--- src/common/mesim_consts.svh ---
// offsets, field positions, reset values and counts of the event block
`ifndef MESIM_CONSTS_SVH
`define MESIM_CONSTS_SVH

// register byte offsets
`define MESIM_OFS_TXQ_PTR   12'h01C
`define MESIM_OFS_RX_FLAGS  12'h020
`define MESIM_OFS_IRQ_FLAGS 12'h024
`define MESIM_OFS_UNMASK    12'h028
`define MESIM_OFS_MASK      12'h02C
`define MESIM_OFS_MASK_ST   12'h030

// receive flag bits
`define MESIM_RX_NOBUF    0
`define MESIM_RX_STORED   1
`define MESIM_RX_OVERRUN  2
`define MESIM_RX_W        3

// interrupt source bits
`define MESIM_IRQ_MGMT_DONE   0
`define MESIM_IRQ_RX_DONE     1
`define MESIM_IRQ_RX_USED     2
`define MESIM_IRQ_TX_USED     3
`define MESIM_IRQ_TX_UNDER    4
`define MESIM_IRQ_RETRY       5
`define MESIM_IRQ_TX_EXHAUST  6
`define MESIM_IRQ_TX_DONE     7
`define MESIM_IRQ_RX_OVERRUN  10
`define MESIM_IRQ_BUS_ERR     11
`define MESIM_IRQ_PAUSE_RX    12
`define MESIM_IRQ_PAUSE_ZERO  13
`define MESIM_IRQ_W      14
`define MESIM_IRQ_IMPL   14'h3CFF

// reset values
`define MESIM_RST_MASK   14'h3CFF
`define MESIM_RST_PTR    32'h0000_0000

`endif

--- src/common/mesim_pkg.sv ---
// types of the event status and interrupt mask block
`include "mesim_consts.svh"
package mesim_pkg;
  typedef logic [`MESIM_IRQ_W-1:0] mesim_irq_t;
  typedef logic [`MESIM_RX_W-1:0]  mesim_rx_t;
  typedef enum logic {MESIM_IDLE, MESIM_ACCESS} mesim_bus_t;
endpackage

--- src/hdl/mesim_top.sv ---
// event status, interrupt masking and queue pointer readback of a MAC
`timescale 1ns/1ps
`include "mesim_consts.svh"

module mesim_top #(
  parameter int PTR_W = 32
) (
  input  wire logic              sys_clk_i,
  input  wire logic              rst_i,
  input  wire logic              clk_en_i,
  input  wire logic              psel_i,
  input  wire logic              penable_i,
  input  wire logic              pwrite_i,
  input  wire logic [11:0]       paddr_i,
  input  wire logic [31:0]       pwdata_i,
  output logic      [31:0]       prdata_o,
  output logic                   pready_o,
  output logic                   pslverr_o,
  input  wire logic              rx_fetch_owned_by_cpu_i,
  input  wire logic              rx_frame_stored_i,
  input  wire logic              rx_overrun_i,
  input  wire logic              mgmt_done_i,
  input  wire logic              rx_used_hit_i,
  input  wire logic              tx_used_hit_i,
  input  wire logic              tx_underrun_i,
  input  wire logic              tx_retry_limit_i,
  input  wire logic              tx_exhausted_i,
  input  wire logic              tx_complete_i,
  input  wire logic              bus_error_i,
  input  wire logic              pause_frame_i,
  input  wire logic              pause_zero_i,
  input  wire logic              tx_frame_start_i,
  input  wire logic [PTR_W-1:0]  tx_frame_first_buf_i,
  input  wire logic              tx_active_i,
  output logic [PTR_W-1:0]       txq_ptr_wr_o,
  output logic                   txq_ptr_load_o,
  output logic                   rx_refetch_o,
  output logic                   irq_o
);
  import mesim_pkg::*;

  // ------------------------------------------------------------
  // state
  // ------------------------------------------------------------
  typedef struct packed {
    mesim_bus_t       bus;
    logic [31:0]      rdata;
    logic             ready;
    logic             err;
    mesim_rx_t        rx;
    mesim_irq_t       isr;
    mesim_irq_t       mask;
    logic [PTR_W-1:0] ptr;
    logic [PTR_W-1:0] ptr_wr;
    logic             ptr_load;
    logic             refetch;
    logic             irq;
  } mesim_state_t;

  mesim_state_t st;
  mesim_state_t next_st;

  logic        acc;
  logic        wr_hit;
  logic        rd_hit;
  logic        bad_addr;
  mesim_irq_t  ev;
  mesim_irq_t  wmask;
  mesim_rx_t   rx_ev;
  logic [31:0] rd_mux;

  // ------------------------------------------------------------
  // event gathering
  // ------------------------------------------------------------
  // one access phase per transfer: answer comes out of a registered cycle
  assign acc    = psel_i & penable_i & (st.bus == MESIM_ACCESS);
  assign wr_hit = acc & pwrite_i;
  assign rd_hit = acc & ~pwrite_i;
  assign wmask  = pwdata_i[`MESIM_IRQ_W-1:0] & `MESIM_IRQ_IMPL;

  always_comb begin
    rx_ev = '0;
    rx_ev[`MESIM_RX_NOBUF]   = rx_fetch_owned_by_cpu_i;
    rx_ev[`MESIM_RX_STORED]  = rx_frame_stored_i;
    rx_ev[`MESIM_RX_OVERRUN] = rx_overrun_i;
    ev = '0;
    ev[`MESIM_IRQ_MGMT_DONE]  = mgmt_done_i;
    ev[`MESIM_IRQ_RX_DONE]    = rx_frame_stored_i;
    ev[`MESIM_IRQ_RX_USED]    = rx_used_hit_i;
    ev[`MESIM_IRQ_TX_USED]    = tx_used_hit_i;
    ev[`MESIM_IRQ_TX_UNDER]   = tx_underrun_i | (wr_hit & ~tx_active_i &
                                (paddr_i == `MESIM_OFS_TXQ_PTR));
    ev[`MESIM_IRQ_RETRY]      = tx_retry_limit_i;
    ev[`MESIM_IRQ_TX_DONE]    = tx_complete_i;
    ev[`MESIM_IRQ_TX_EXHAUST] = tx_exhausted_i;
    ev[`MESIM_IRQ_RX_OVERRUN] = rx_overrun_i & ~st.rx[`MESIM_RX_OVERRUN];
    ev[`MESIM_IRQ_BUS_ERR]    = bus_error_i;
    ev[`MESIM_IRQ_PAUSE_RX]   = pause_frame_i;
    ev[`MESIM_IRQ_PAUSE_ZERO] = pause_zero_i;
  end

  // ------------------------------------------------------------
  // read mux
  // ------------------------------------------------------------
  always_comb begin
    rd_mux   = '0;
    bad_addr = 1'b0;
    case (paddr_i)
      // frame start pointer, not descriptor pointer
      `MESIM_OFS_TXQ_PTR:   rd_mux = 32'(st.ptr);
      `MESIM_OFS_RX_FLAGS:  rd_mux = 32'(st.rx);
      `MESIM_OFS_IRQ_FLAGS: rd_mux = 32'(st.isr);
      `MESIM_OFS_UNMASK:    rd_mux = '0;
      `MESIM_OFS_MASK:      rd_mux = '0;
      `MESIM_OFS_MASK_ST:   rd_mux = 32'(st.mask);
      default:              bad_addr = 1'b1;
    endcase
  end

  // ------------------------------------------------------------
  // next state
  // ------------------------------------------------------------
  always_comb begin
    next_st          = st;
    next_st.ready    = 1'b0;
    next_st.err      = 1'b0;
    next_st.ptr_load = 1'b0;
    next_st.refetch  = 1'b0;
    // bus phase tracker
    case (st.bus)
      MESIM_IDLE: begin
        if (psel_i && !penable_i) begin
          next_st.bus = MESIM_ACCESS;
        end
      end
      MESIM_ACCESS: begin
        if (acc) begin
          next_st.ready = 1'b1;
          next_st.err   = bad_addr;
          next_st.rdata = rd_mux;
          next_st.bus   = MESIM_IDLE;
        end
      end
      default: next_st.bus = MESIM_IDLE;
    endcase
    // write one clears; set wins over clear
    if (wr_hit && paddr_i == `MESIM_OFS_RX_FLAGS) begin
      next_st.rx = st.rx & ~pwdata_i[`MESIM_RX_W-1:0];
    end
    next_st.rx = next_st.rx | rx_ev;
    // ask the DMA to refetch at each stored frame while unavailable
    next_st.refetch = st.rx[`MESIM_RX_NOBUF] & rx_frame_stored_i;
    // clear on read, new events win over the read
    if (rd_hit && paddr_i == `MESIM_OFS_IRQ_FLAGS) begin
      next_st.isr = '0;
    end
    next_st.isr = (next_st.isr | ev) & `MESIM_IRQ_IMPL;
    if (wr_hit && paddr_i == `MESIM_OFS_UNMASK) begin
      next_st.mask = st.mask & ~wmask;
    end
    if (wr_hit && paddr_i == `MESIM_OFS_MASK) begin
      next_st.mask = st.mask | wmask;
    end
    next_st.mask = next_st.mask & `MESIM_IRQ_IMPL;
    // software pointer load only while transmit idle
    if (wr_hit && paddr_i == `MESIM_OFS_TXQ_PTR && !tx_active_i) begin
      next_st.ptr      = pwdata_i[PTR_W-1:0];
      next_st.ptr_wr   = pwdata_i[PTR_W-1:0];
      next_st.ptr_load = 1'b1;
    end else if (tx_frame_start_i) begin
      next_st.ptr = tx_frame_first_buf_i;
    end
    // any unmasked flag raises the output
    next_st.irq = |(next_st.isr & ~next_st.mask);
  end

  // ------------------------------------------------------------
  // state register
  // ------------------------------------------------------------
  always_ff @(posedge sys_clk_i or posedge rst_i) begin
    if (rst_i) begin
      st          <= '0;
      st.bus      <= MESIM_IDLE;
      st.mask     <= `MESIM_RST_MASK;
      st.ptr      <= PTR_W'(`MESIM_RST_PTR);
      st.ptr_wr   <= PTR_W'(`MESIM_RST_PTR);
    end else if (clk_en_i) begin
      st <= next_st;
    end
  end

  assign prdata_o       = st.rdata;
  assign pready_o       = st.ready;
  assign pslverr_o      = st.err;
  assign txq_ptr_wr_o   = st.ptr_wr;
  assign txq_ptr_load_o = st.ptr_load;
  assign rx_refetch_o   = st.refetch;
  assign irq_o          = st.irq;
endmodule

--- config.mk ---
export PLATFORM = sky130hd
export DESIGN_NAME = mesim_top
export DESIGN_NICKNAME = d
export VERILOG_FILES = /design/src/common/mesim_pkg.sv /design/src/hdl/mesim_top.sv
export VERILOG_INCLUDE_DIRS = /design/src /design/src/common
export SDC_FILE = /design/constraint.sdc
export NUM_CORES = 1
export LEC_CHECK = 0
export ABC_AREA = 1
export BUFFER_PORTS_ARGS = -buffer_cell sky130_fd_sc_hd__buf_2
export CAP_MARGIN = 20
export CORE_ASPECT_RATIO = 1.4
export CORE_MARGIN = 2
export CORE_UTILIZATION = 50
export CTS_BUF_LIST = sky130_fd_sc_hd__clkbuf_2
export CTS_CLUSTER_DIAMETER = 100
export DETAILED_ROUTE_END_ITERATION = 8
export PLACE_DENSITY = 0.76
export SLEW_MARGIN = 10
export SYNTH_ARGS = -nofsm -noshare
export SYNTH_HDL_FRONTEND = slang
export SYNTH_SLANG_ARGS = --single-unit
--- constraint.sdc ---
create_clock -name sys_clk_i -period 6.2 [get_ports sys_clk_i]
set_input_delay 0.31 -clock sys_clk_i [delete_from_list [all_inputs] [get_ports sys_clk_i]]
set_output_delay 0.31 -clock sys_clk_i [all_outputs]
set_load 0.03 [all_outputs]
**Word-level counts from Yosys, hierarchy flattened**

Cells that the tools add are included.

- Equal/unequal tests: 6
- Mux-type cells: 13
- Bitwise operators: 22
- Reductions and logical operators: 15

Operator list:

| cell | number |
|---|---|
| $pmux W32 S4 | 1 |
| $mux W32 | 2 |
| $eq A12 B6 Y1 const B | 5 |
| $mux W14 | 3 |
| $mux W35 | 1 |
| $and A14 B14 Y14 | 2 |
| $not A14 Y14 | 2 |
| $or A14 B14 Y14 | 2 |
| $reduce_or A14 Y1 | 1 |
| $eq A12 B5 Y1 const B | 1 |
| $and A1 B1 Y1 | 8 |
| $logic_and A1 B1 Y1 | 7 |
| $reduce_or A6 Y1 | 1 |
| $not A1 Y1 | 4 |
| $reduce_and A2 Y1 | 2 |
| $and A3 B3 Y3 | 1 |
| $mux W1 | 3 |
| $mux W3 | 1 |
| $not A3 Y3 | 1 |
| $or A3 B3 Y3 | 1 |
| $reduce_and A3 Y1 | 1 |
| $logic_not A1 Y1 | 2 |
| $mux W2 | 1 |
| $pmux W1 S2 | 1 |
| other kinds (2) | 2 |

- Register bits: 129
- Bits of input ports: 97
- Output and inout bits: 69
- Word-level logic and storage cells: 68

**Longest topological paths before layout**

Gate-level depths: netlist (run 1).

- Depth in word-level cells: 9
- Mapped depth: 14
- Gate-level depth less buffers: 13

**Least setup slack after synthesis (run 1)**

Ideal clock, no wire load.

- Path kind: input port to flip-flop
- Start: in paddr_i[1]
- End: reg st, in the netlist txq_ptr_wr_o[10]
- Setup time: 0.125 ns
- Data arrival time: 1.541 ns
- Data required time: 6.075 ns
- Setup slack: 4.534 ns
- Stages: 8
- Buffers on the path: 1
- Path through: nor2_2 -> nand2_1 -> nor2_1 -> nand3_4 -> clkinv_2 -> nand2_4 -> buf_6 -> mux2_4

- Cells in the longest elaborated chain, start to end: 4

RTL lines:

| item | line | source |
|---|---|---|
| from (decl) | mesim_top.sv:14 | `input wire logic [11:0] paddr_i,` |
| $eq A12 B5 Y1 | - |  |
| $logic_and A1 B1 Y1 (no line) | - |  |
| $logic_and A1 B1 Y1 | mesim_top.sv:166 | `` if (wr_hit && paddr_i == `MESIM_OFS_TXQ_PTR && !tx_active_i) begin `` |
| $reduce_and A2 Y1 (no line) | - |  |
| to (signal assigned) | mesim_top.sv:188 | `st <= next_st;` |
| to (decl) | mesim_top.sv:60 | `mesim_state_t st;` |

No other way between the ends.
A chain may end at the register's enable or synchronous reset.

==> results of run 1 <==
[per-stage QoR]
stage,instances,util
floorplan,753,-
finish,1108,0.639
global placement,974,0.540
detailed placement,974,0.540
global route,1108,0.639
CTS,1107,0.639
[path summary, 6_finish.rpt]
path | start | endpoint | slack, ps | depth (start not counted)
min reg2reg | pready_o | pready_o | 510 | 2
max in group asynchronous | rst_i | st[52] | 4550 | 4
min in group asynchronous | rst_i | txq_ptr_wr_o[18] | 310 | 3
min | paddr_i[3] | st[96] | 70 | 5
max reg2reg | flip-flop | st[47] | 2080 | 11
max | flip-flop | st[47] | 2080 | 11
[sequential cells by signal (all words and copies together), names as in the netlist, named ones only]
signal          cells
st                 59
prdata_o           32
txq_ptr_wr_o       32
irq_o               1
pready_o            1
pslverr_o           1
rx_refetch_o        1
txq_ptr_load_o      1
[logic make-up (layout without fill, tap and decap cells)]
kind of cell | Yosys count | in the layout
AO/OA/AOI/OAI | 128 | 128
buffers and inverters | 162 | 363
flip-flops | 129 | 129
multiplexers | 28 | 28
other | 0 | 1
AND/OR/NAND/NOR | 306 | 306
[cell usage in the layout (no fill, tap or decap), types with 2 or more instances in the layout]
cell,instances
dfstp_2,12
nor2_2,3
inv_6,3
clkbuf_2,17
inv_2,2
dlygate4sd3_1,101
nor3_1,2
nand3_1,18
mux2_4,24
nor2_1,59
nand2_1,202
o22ai_1,25
clkinv_2,3
nand4_1,14
o21ai_0,49
mux2_2,4
bufinv_16,2
inv_1,57
clkinv_4,4
buf_2,165
nand2_4,2
clkinvlp_4,4
buf_4,3
dfrtp_1,117
a21oi_1,11
a31oi_1,41
[worst max-delay path, cell delays in order (launching register included)]
cell and delay [ps]:
dfrtp_1 410, nand3_2 150, nor2_4 330, inv_2 90
nor2_2 130, nand3_4 370, clkinv_2 530, nand2_4 480
nand2_4 670, nor2_1 90, a31oi_1 160, dlygate4sd3_1 570
[power groups by stage]
stage | Clock, mW | Combinational [mW] | Sequential [mW]
final | 0.529 | 0.244 | 0.921
after global routing | 0.566 | 0.273 | 0.927
after detailed placement | 0 | 0.177 | 0.934
after global placement | 0 | 0.173 | 0.933
after floorplan | 0 | 0.109 | 0.932
after CTS | 0.534 | 0.241 | 0.920
[cells in the mapped netlist (all sizes together)]
cell    number
nor3         3
nand3b       1
nor4         1
a21oi       11
buf         83
a31oi       41
clkbuf      17
nand3       20
mux2        28
nand4       14
o21ai       49
a211oi       1
dfrtp      117
nand2      204
dfstp       12
o41ai        1
o22ai       25
inv         60
clkinv       2
nor2        63
[area by class of cell]
type / instances / area, sq um
antenna: 1 / 2.50
clock buffer: 17 / 85.1
clock inverter: 15 / 161
fill: 1078 / 4630
inverter: 62 / 236
multi-input combinational: 462 / 2410
sequential: 129 / 3240
tap: 153 / 191
timing repair buffer: 269 / 1860
[layer usage]
metal | vias up | GRT usage | wire, microns
met5 | - | 0 | 0
met4 | 0 | 0.123 | 636
met3 | 55 | 0.0547 | 1140
met2 | 228 | 0.443 | 9000
met1 | 2753 | 0.309 | 6910
li1 | 2787 | - | -
==> run_results.csv, run 1 <==
group,metric,value,unit
yosys,synth_simple_gate_area_frac,0.194,
sta,fin_crit,4120,ps
yosys,syn-num-nets,850,
yosys,synth_top_area_frac,0.447,
sta,holdWs,67.7,ps
sta,rsz0062_at_grt,"no",
sta,slew_headroom,0.401,
yosys,synth_cells,753,
global_routing,grt_pass1_vias,5806,
sta,fin_tns_setup,0,ps
yosys,synth.cell_area,6560,sq um
pwr,total_power,1.69,mW
clock_tree,clock-sinks,129,
detailed_routing,drtAntennaViolNets,0,
placed_design,numPortBuffers,165,
placed_design,place_worst_setup_slack,2610,ps
critical_path,arrival,4760,ps
sta,hold_viol,0,
detailed_routing,vias,5823,
floorplanning,start_util,0.512,
floorplanning,dieArea,14100,sq um
yosys,synth.area.top_cells,"dfrtp_1 45%, nand2_1 12%, buf_4 7.7%",
final_layout,final_area,8190,sq um
final_layout,area_growth,24.9,%
detailed_routing,drc,0,
yosys,synthMuxAreaShare,0.0618,
min_path,hold_path.class,"in -> reg",
detailed_routing,post_drt_via_cell_ratio,5.26,
pwr,p_per_area,207,nW/um^2
sta,maxSlewViolCount,0,
yosys,synth_fa_ha_area_frac,0,
outcome,status,"finished, final reports clean",
placed_design,place_congestion,0.904,
yosys,yosysSeqAreaShare,0.495,
pwr,peakVddDrop,0.000126,V
clock_tree,cts_tree,"built",
floorplanning,die_h,139,microns
clock_tree,clock_latency,700,ps
clock_tree,ctsResizeCount,0,
clock_tree,postCtsSetupRepairBufs,0,
clock_tree,cts-root-buf,"clkbuf_2",
yosys,yosysTopAreaCell,"dfrtp_1",
yosys,synth_top_family_by_area,"simple AND/OR/NAND/NOR gates",
critical_path,end_kind,"flip-flop",
sta,setup_viol,0,
floorplanning,coreArea,12800,sq um
yosys,synth_compound_area_frac,0.111,
final_layout,fin_nets,1038,
clock_tree,cts_buffer_depth,2,
sta,max_freq,243,MHz
detailed_routing,drt_first_iter_violations,464,
pwr,p_clk_frac,0.312,
sta,worst_slack,2080,ps
sta,finalCritPeriodShare,0.664,
pwr,pwr-share-comb,0.144,
detailed_routing,dr.pass1.iters,6,
yosys,ys_warn_count,0,
clock_tree,numCtsBuffers,17,
global_routing,antenna_found_initial,1,
critical_path,start_kind,"flip-flop",
placed_design,place_area,6930,sq um
clock_tree,hold_buffers,101,
floorplanning,io_pins,166,
pwr,switching_share,0.290,
clock_tree,clkTransAtPathRegs,220,ps
critical_path,critPathKind,"reg -> reg",
global_routing,grt-ovfl-total,0,
detailed_routing,drt-wirelength-per-cell,16.0,microns
sta,finalClockSkew,25.1,ps
pwr,p_sw,0.490,mW
yosys,syn_avg_cell_area,8.71,sq um
final_layout,final_layout_size_suffix_gt1_frac,0.265,
floorplanning,std_cell_rows,49,
pwr,p_int,1.20,mW
detailed_routing,wl,17700,microns
critical_path,worstPathRequired,6840,ps
sta,tightest_slew,899,ps
placed_design,dp.final_hpwl,11300,microns
pwr,power_frac_seq,0.544,
yosys,yosys.area_share.xor_xnor,0,
floorplanning,die_w,101,microns
critical_path,path_max_fanout,64,
global_routing,grt_first_pass_wirelength,28500,microns
global_routing,grt_max_degree,75,
yosys,synth.distinct_cells,32,
pwr,leakage,4.35,nW
global_routing,grt_util_all_layers,0.260,
yosys,yosys_register_bits,129,
run,drv_cap,0,
clock_tree,htreeDepth,4,
(Power assumes the default switching activity.)
==> run 2: changes to the inputs <==
--- a/config.mk
+++ b/config.mk
@@ -6,7 +6,7 @@
 export SDC_FILE = /design/constraint.sdc
 export NUM_CORES = 1
 export LEC_CHECK = 0
-export ABC_AREA = 1
+export ABC_AREA = 0
 export BUFFER_PORTS_ARGS = -buffer_cell sky130_fd_sc_hd__buf_2
 export CAP_MARGIN = 20
 export CORE_ASPECT_RATIO = 1.4
@@ -15,7 +15,7 @@
 export CTS_BUF_LIST = sky130_fd_sc_hd__clkbuf_2
 export CTS_CLUSTER_DIAMETER = 100
 export DETAILED_ROUTE_END_ITERATION = 8
-export PLACE_DENSITY = 0.76
+export PLACE_DENSITY = 0.79
 export SLEW_MARGIN = 10
 export SYNTH_ARGS = -nofsm -noshare
 export SYNTH_HDL_FRONTEND = slang
==> constraint.sdc (replaced) <==
create_clock -name sys_clk_i -period 3.65 [get_ports sys_clk_i]
set_input_delay 0.1825 -clock sys_clk_i [delete_from_list [all_inputs] [get_ports sys_clk_i]]
set_output_delay 0.1825 -clock sys_clk_i [all_outputs]
set_load 0.03 [all_outputs]
==> run 2 against run 1 <==
- die area is 3.0% lower
- combinational power is 36% higher
- final cell count is 14% lower
- non-clock buffer count is 1 higher
- sequential power is 67% higher
- critical endpoint unchanged
- largest power group unchanged
==> run_results.csv, run 2 <==
group,metric,value,unit
sta,rsz0062_at_grt,"no",
pwr,leakage,4.03,nW
yosys,async_flop_share,1.00,
sta,finalCritPeriodShare,0.916,
detailed_routing,dr.pass1.iters,6,
detailed_routing,drc,0,
detailed_routing,drtAntennaViolNets,0,
placed_design,dp.final_hpwl,10800,microns
critical_path,start_kind,"input port",
detailed_routing,vias,5277,
sta,finalClockSkew,27.5,ps
sta,fin_tns_setup,0,ps
critical_path,worstPathRequired,4250,ps
global_routing,antenna_found_initial,1,
floorplanning,std_cell_rows,48,
critical_path,rr_endpoint,"st[48]",
sta,maxSlewViolCount,0,
run,drv_cap,0,
critical_path,arrival,3940,ps
pwr,peakVddDrop,0.000206,V
detailed_routing,drt-wirelength-per-cell,18.4,microns
min_path,hp-start,"tx_frame_start_i",
final_layout,fin_nets,886,
yosys,ys_warn_count,0,
critical_path,rr_worst_depth,8,
yosys,synth_cells,601,
detailed_routing,wl,17500,microns
final_layout,seq_area,3240,sq um
sta,fin_crit,3340,ps
final_layout,multi_input_area,2430,sq um
sta,worst_slack,305,ps
critical_path,r2r_setup_slack,350,ps
yosys,yosysTopAreaCell,"dfrtp_1",
sta,holdWs,50.6,ps
sta,max_freq,299,MHz
yosys,synth.most_common_cell,"nand2_1",
final_layout,n_fill_cell,969,
outcome,status,"finished, final reports clean",
min_path,hold-path-cell-count,4,
yosys,syn-num-nets,698,
floorplanning,coreArea,12400,sq um
final_layout,fin_cells,954,
pwr,p_per_area,349,nW/um^2
floorplanning,die_w,99.3,microns
final_layout,final_common_cell,"buf_2",
critical_path,critPathKind,"in -> reg",
yosys,synth_edf_count,0,
sta,slew_headroom,0.421,
clock_tree,cts-root-buf,"clkbuf_2",
global_routing,grt_max_degree,71,
yosys,synthFlopType,"dfrtp_1",
detailed_routing,drt_first_iter_violations,332,
final_layout,top_register,"st",
yosys,synth_top_area_frac,0.461,
yosys,yosys_register_bits,129,
critical_path,path_max_fanout,33,
global_routing,grt-ovfl-total,0,
min_path,min_to,"st[54]",
placed_design,dp.cells,823,
global_routing,grt-busiest-layer,"met2",
pwr,p_sw,0.758,mW
pwr,p_int,2.04,mW
global_routing,met3_usage,0.0523,
clock_tree,clock-sinks,129,
clock_tree,numCtsBuffers,17,
pwr,total_power,2.80,mW
global_routing,use_met1,0.296,
final_layout,largest_reg_flops,59,
yosys,yosys-top-cells-count,"122 x nand2_1, 117 x dfrtp_1, 66 x buf_4, 62 x o21ai_0, 32 x mux2i_1",
final_layout,area_growth,26.3,%
final_layout,layout_common_cells,"165 x buf_2, 122 x nand2_1, 117 x dfrtp_1",
global_routing,grt_first_pass_wirelength,27700,microns
clock_tree,ctsResizeCount,0,
sta,tightest_slew,862,ps
yosys,synth.distinct_cells,47,
pwr,switching_share,0.271,
floorplanning,start_util,0.513,
detailed_routing,post_drt_via_cell_ratio,5.53,
floorplanning,die_h,137,microns
yosys,synth.area.top_cells,"dfrtp_1 46%, buf_4 7.8%, nand2_1 7.2%",
placed_design,place_congestion,0.854,
pwr,p_clk_frac,0.331,
global_routing,grt_util_all_layers,0.262,
floorplanning,dieArea,13600,sq um
clock_tree,cts_tree,"built",
min_path,hold_path.class,"in -> reg",
yosys,syn_avg_cell_area,10.6,sq um
global_routing,use_met2,0.480,
sta,hold_viol,0,
clock_tree,clock_latency,680,ps
final_layout,final_layout_size_suffix_gt1_frac,0.312,
floorplanning,io_pins,166,
sta,setup_viol,0,
global_routing,grt_pass1_vias,5555,
yosys,yosysSeqAreaShare,0.511,
critical_path,end_kind,"flip-flop",
clock_tree,cts_buffer_depth,2,
placed_design,place_worst_setup_slack,824,ps
yosys,synth.cell_area,6350,sq um
clock_tree,clkTransAtPathRegs,200,ps
placed_design,numPortBuffers,165,
pwr,power_frac_seq,0.550,
clock_tree,htreeDepth,4,
pwr,pwr-share-comb,0.118,
==> run 2: stage by stage <==
step	instance area [sq um]	util
after detailed placement	6790	0.549
after global placement	6790	0.549
after global routing	8020	0.648
after CTS	8020	0.648
final	8020	0.648
after floorplan	6350	-
==> run 2: final cells by class <==
class | count | share of cell area
Sequential cell | 129 | 0.404
Multi-Input combinational cell | 363 | 0.303
Timing Repair Buffer | 270 | 0.233
Tap cell | 150 | 0.0234
Clock inverter | 15 | 0.0211
Clock buffer | 17 | 0.0106
Inverter | 8 | 0.00406
Antenna cell | 2 | 0.000624
==> run 2: timing repair <==
action / in CTS / in global routing
hold endpoints to repair: 154 / 0
buffers inserted: 0 / 0
setup endpoints to repair: 0 / 0
hold buffers: 97 / 0
==> run 2: worst max path at each step <==
stage / cells past startpoint / endpoint / from
2_1_floorplan: 1 / asynchronous set/reset pin / rst_i
3_3_place_gp: 7 / txq_ptr_wr_o[2] / paddr_i[9]
3_5_place_dp: 7 / txq_ptr_wr_o[4] / paddr_i[9]
4_1_cts: 10 / st[47] / paddr_i[5]
5_1_grt: 8 / st[48] / flip-flop
6_report: 10 / st[47] / paddr_i[5]
==> run 2: kinds of logic after synthesis <==
group | synth area share
buffers and inverters | 0.110
multiplexers | 0.119
flip-flops | 0.511
AND/OR/NAND/NOR | 0.115
AO/OA/AOI/OAI | 0.145
==> run 2: critical path, stage by stage <==
cell and delay [ps]:
dlygate4sd3_1 520, buf_2 150, nand4b_1 280, nor3_4 250
buf_4 380, nand2_1 610, mux2i_1 320, dlygate4sd3_1 570
o21ai_0 70, dlygate4sd3_1 590
==> run 2: power by group through the flow <==
stage          registers [mW]  logic, mW  clock network, mW
2_1_floorplan            1.56      0.121                  0
4_1_cts                  1.54      0.326              0.944
5_1_grt                  1.55      0.363               1.00
3_3_place_gp             1.56      0.228                  0
3_5_place_dp             1.56      0.239                  0
6_report                 1.54      0.331              0.927
==> run 2: metal layers <==
| layer | vias up | wire length (microns) | part of all wire |
|---|---|---|---|
| met2 | 224 | 9360 | 0.53 |
| met5 | - | 0 | 0 |
| met4 | 0 | 473 | 0.027 |
| li1 | 2432 | - | - |
| met3 | 43 | 907 | 0.052 |
| met1 | 2578 | 6770 | 0.39 |
==> run 3: changes to the inputs <==
--- a/config.mk
+++ b/config.mk
@@ -7,7 +7,6 @@
 export NUM_CORES = 1
 export LEC_CHECK = 0
 export ABC_AREA = 0
-export BUFFER_PORTS_ARGS = -buffer_cell sky130_fd_sc_hd__buf_2
 export CAP_MARGIN = 20
 export CORE_ASPECT_RATIO = 1.4
 export CORE_MARGIN = 2
@@ -15,7 +14,8 @@
 export CTS_BUF_LIST = sky130_fd_sc_hd__clkbuf_2
 export CTS_CLUSTER_DIAMETER = 100
 export DETAILED_ROUTE_END_ITERATION = 8
-export PLACE_DENSITY = 0.79
+export DONT_BUFFER_PORTS = 1
+export PLACE_DENSITY = 0.68
 export SLEW_MARGIN = 10
 export SYNTH_ARGS = -nofsm -noshare
 export SYNTH_HDL_FRONTEND = slang
==> run 3 against run 2 <==
- combinational power down 24%
- sequential share of layout area up 4.5 points
- critical path depth unchanged
- non-clock buffer count down 159
- first-iteration DRC count down 9.6%
- largest cell class unchanged
- power down 4.2%
- utilization down 6.5 points
- wire length down 6.7%
- register-to-register slack about the same
==> run_results.csv, run 3 (same netlist as run 2, synthesis figures left out) <==
group,metric,value,unit
sta,finalCritPeriodShare,0.900,
clock_tree,cts-root-buf,"clkbuf_2",
global_routing,grt-ovfl-total,0,
pwr,peakVddDrop,0.000201,V
sta,worst_slack,365,ps
final_layout,fin_util,0.584,
detailed_routing,drt_first_iter_violations,300,
detailed_routing,drc,0,
final_layout,top_register,"st",
pwr,total_power,2.68,mW
sta,finalClockSkew,38.4,ps
sta,rsz0062_at_grt,"no",
critical_path,crit_path_end,"irq_o",
floorplanning,io_pins,166,
sta,setup_viol,0,
final_layout,area_growth,13.7,%
clock_tree,cts_buffer_depth,2,
global_routing,grt_util_all_layers,0.242,
critical_path,crit_family,"buffers and inverters",
global_routing,antenna_found_initial,0,
min_path,hp-start,"clk_en_i",
placed_design,numPortBuffers,0,
global_routing,grt_first_pass_wirelength,25000,microns
critical_path,path_max_fanout,4,
floorplanning,dieArea,13600,sq um
critical_path,rr_endpoint,"irq_o",
detailed_routing,drt-wirelength-per-cell,20.6,microns
sta,hold_viol,0,
pwr,p_per_area,371,nW/um^2
critical_path,end_kind,"flip-flop",
placed_design,place_area,5950,sq um
critical_path,crit_chain,"nand4_1 -> nor4_4 -> buf_4 -> nand2_1 -> a22oi_1 -> nor2b_1 -> a2111oi_2 -> dlygate4sd3_1 -> a41oi_1 -> dlygate4sd3_1",
sta,holdWs,71.6,ps
pwr,leakage,3.32,nW
detailed_routing,vias,4619,
critical_path,critPathKind,"reg -> reg",
clock_tree,clock_latency,650,ps
detailed_routing,dr.pass1.iters,6,
placed_design,place_congestion,0.849,
critical_path,start_kind,"flip-flop",
floorplanning,die_w,99.3,microns
final_layout,final_layout_size_suffix_gt1_frac,0.145,
run,drv_cap,0,
final_layout,fin_cells,793,
floorplanning,coreArea,12400,sq um
critical_path,worstPathRequired,4230,ps
placed_design,dp.cells,657,
sta,maxSlewViolCount,0,
sta,fin_crit,3290,ps
final_layout,fin_nets,727,
detailed_routing,post_drt_via_cell_ratio,5.82,
critical_path,critPathBufInv,3,
min_path,hold_path.class,"in -> reg",
critical_path,cp.depth,10,
sta,fin_tns_setup,0,ps
clock_tree,htreeDepth,4,
placed_design,place_worst_setup_slack,997,ps
final_layout,largest_reg_flops,59,
critical_path,arrival,3860,ps
global_routing,grt_max_degree,101,
final_layout,layout_common_cells,"122 x nand2_1, 117 x dfrtp_1, 94 x dlygate4sd3_1",
critical_path,slowest_stage,"dlygate4sd3_1",
critical_path,r2r_setup_slack,360,ps
global_routing,grt_pass1_vias,4700,
outcome,status,"finished, final reports clean",
clock_tree,numCtsBuffers,17,
floorplanning,start_util,0.513,
critical_path,rr_worst_depth,10,
sta,tightest_slew,884,ps
final_layout,final_area,7220,sq um
clock_tree,clock-sinks,129,
critical_path,crit_path_max_incr_delay,580,ps
final_layout,num_antenna_cells,0,
placed_design,dp.final_hpwl,9890,microns
sta,slew_headroom,0.409,
clock_tree,clkTransAtPathRegs,200,ps
detailed_routing,drtAntennaViolNets,0,
final_layout,final_common_cell,"nand2_1",
detailed_routing,wl,16300,microns
critical_path,worst_path_most_repeated_cell,"dlygate4sd3_1",
clock_tree,cts_tree,"built",
floorplanning,die_h,137,microns
sta,max_freq,304,MHz
floorplanning,std_cell_rows,48,
-- run 3: cell count changes in the layout (fill, tap and decap cells not counted), sizes merged --
| cell | change |
|---|---|
| clkbuf | +6 |
| dlygate4sd3 | -3 |
| buf | -156 |
| clkinvlp | -4 |
| clkinv | -2 |
| diode | -2 |
-- run 3: metal layers --
metal	up-vias	global-route usage	wire length, microns
met2	234	0.426	8620
met3	25	0.0675	1210
met1	2244	0.283	6220
met5	-	0	0
met4	0	0.0860	293
li1	2116	-	-
-- run 3: worst min-delay path, delay by kind of cell --
family | cells | cell delay, ps
AND/OR/NAND/NOR | 1 | 120
AO/OA/AOI/OAI | 2 | 90
buffers and inverters | 1 | 300
-- run 3: where the power goes --
group	internal (mW)	switching (mW)	total (mW)
combinational	0.125	0.129	0.253
clock	0.389	0.494	0.883
sequential	1.50	0.0448	1.54
-- run 3: layout make-up --
cell class	count	area, sq um
Tap cell	150	188
Clock buffer	23	115
Timing Repair Buffer	111	1090
Sequential cell	129	3240
Multi-Input combinational cell	363	2430
Clock inverter	9	116
Inverter	8	35.0
Fill cell	1044	5150
-- run 3: worst min-delay path by stage --
stage	end	slack [ps]	cells after the start
2_1_floorplan	flip-flop	290	1
3_3_place_gp	st[72]	250	1
3_5_place_dp	st[72]	250	1
4_1_cts	st[35]	3	4
5_1_grt	st[42]	40	4
6_report	st[35]	70	4
-- run 3: what timing repair did --
| action | in CTS | in global routing |
|---|---|---|
| hold buffers | 95 | 0 |
| setup buffers | 0 | 9 |
| hold endpoints to repair | 196 | 0 |
| setup endpoints to repair | 0 | 1 |
| gates resized for setup | 0 | 0 |
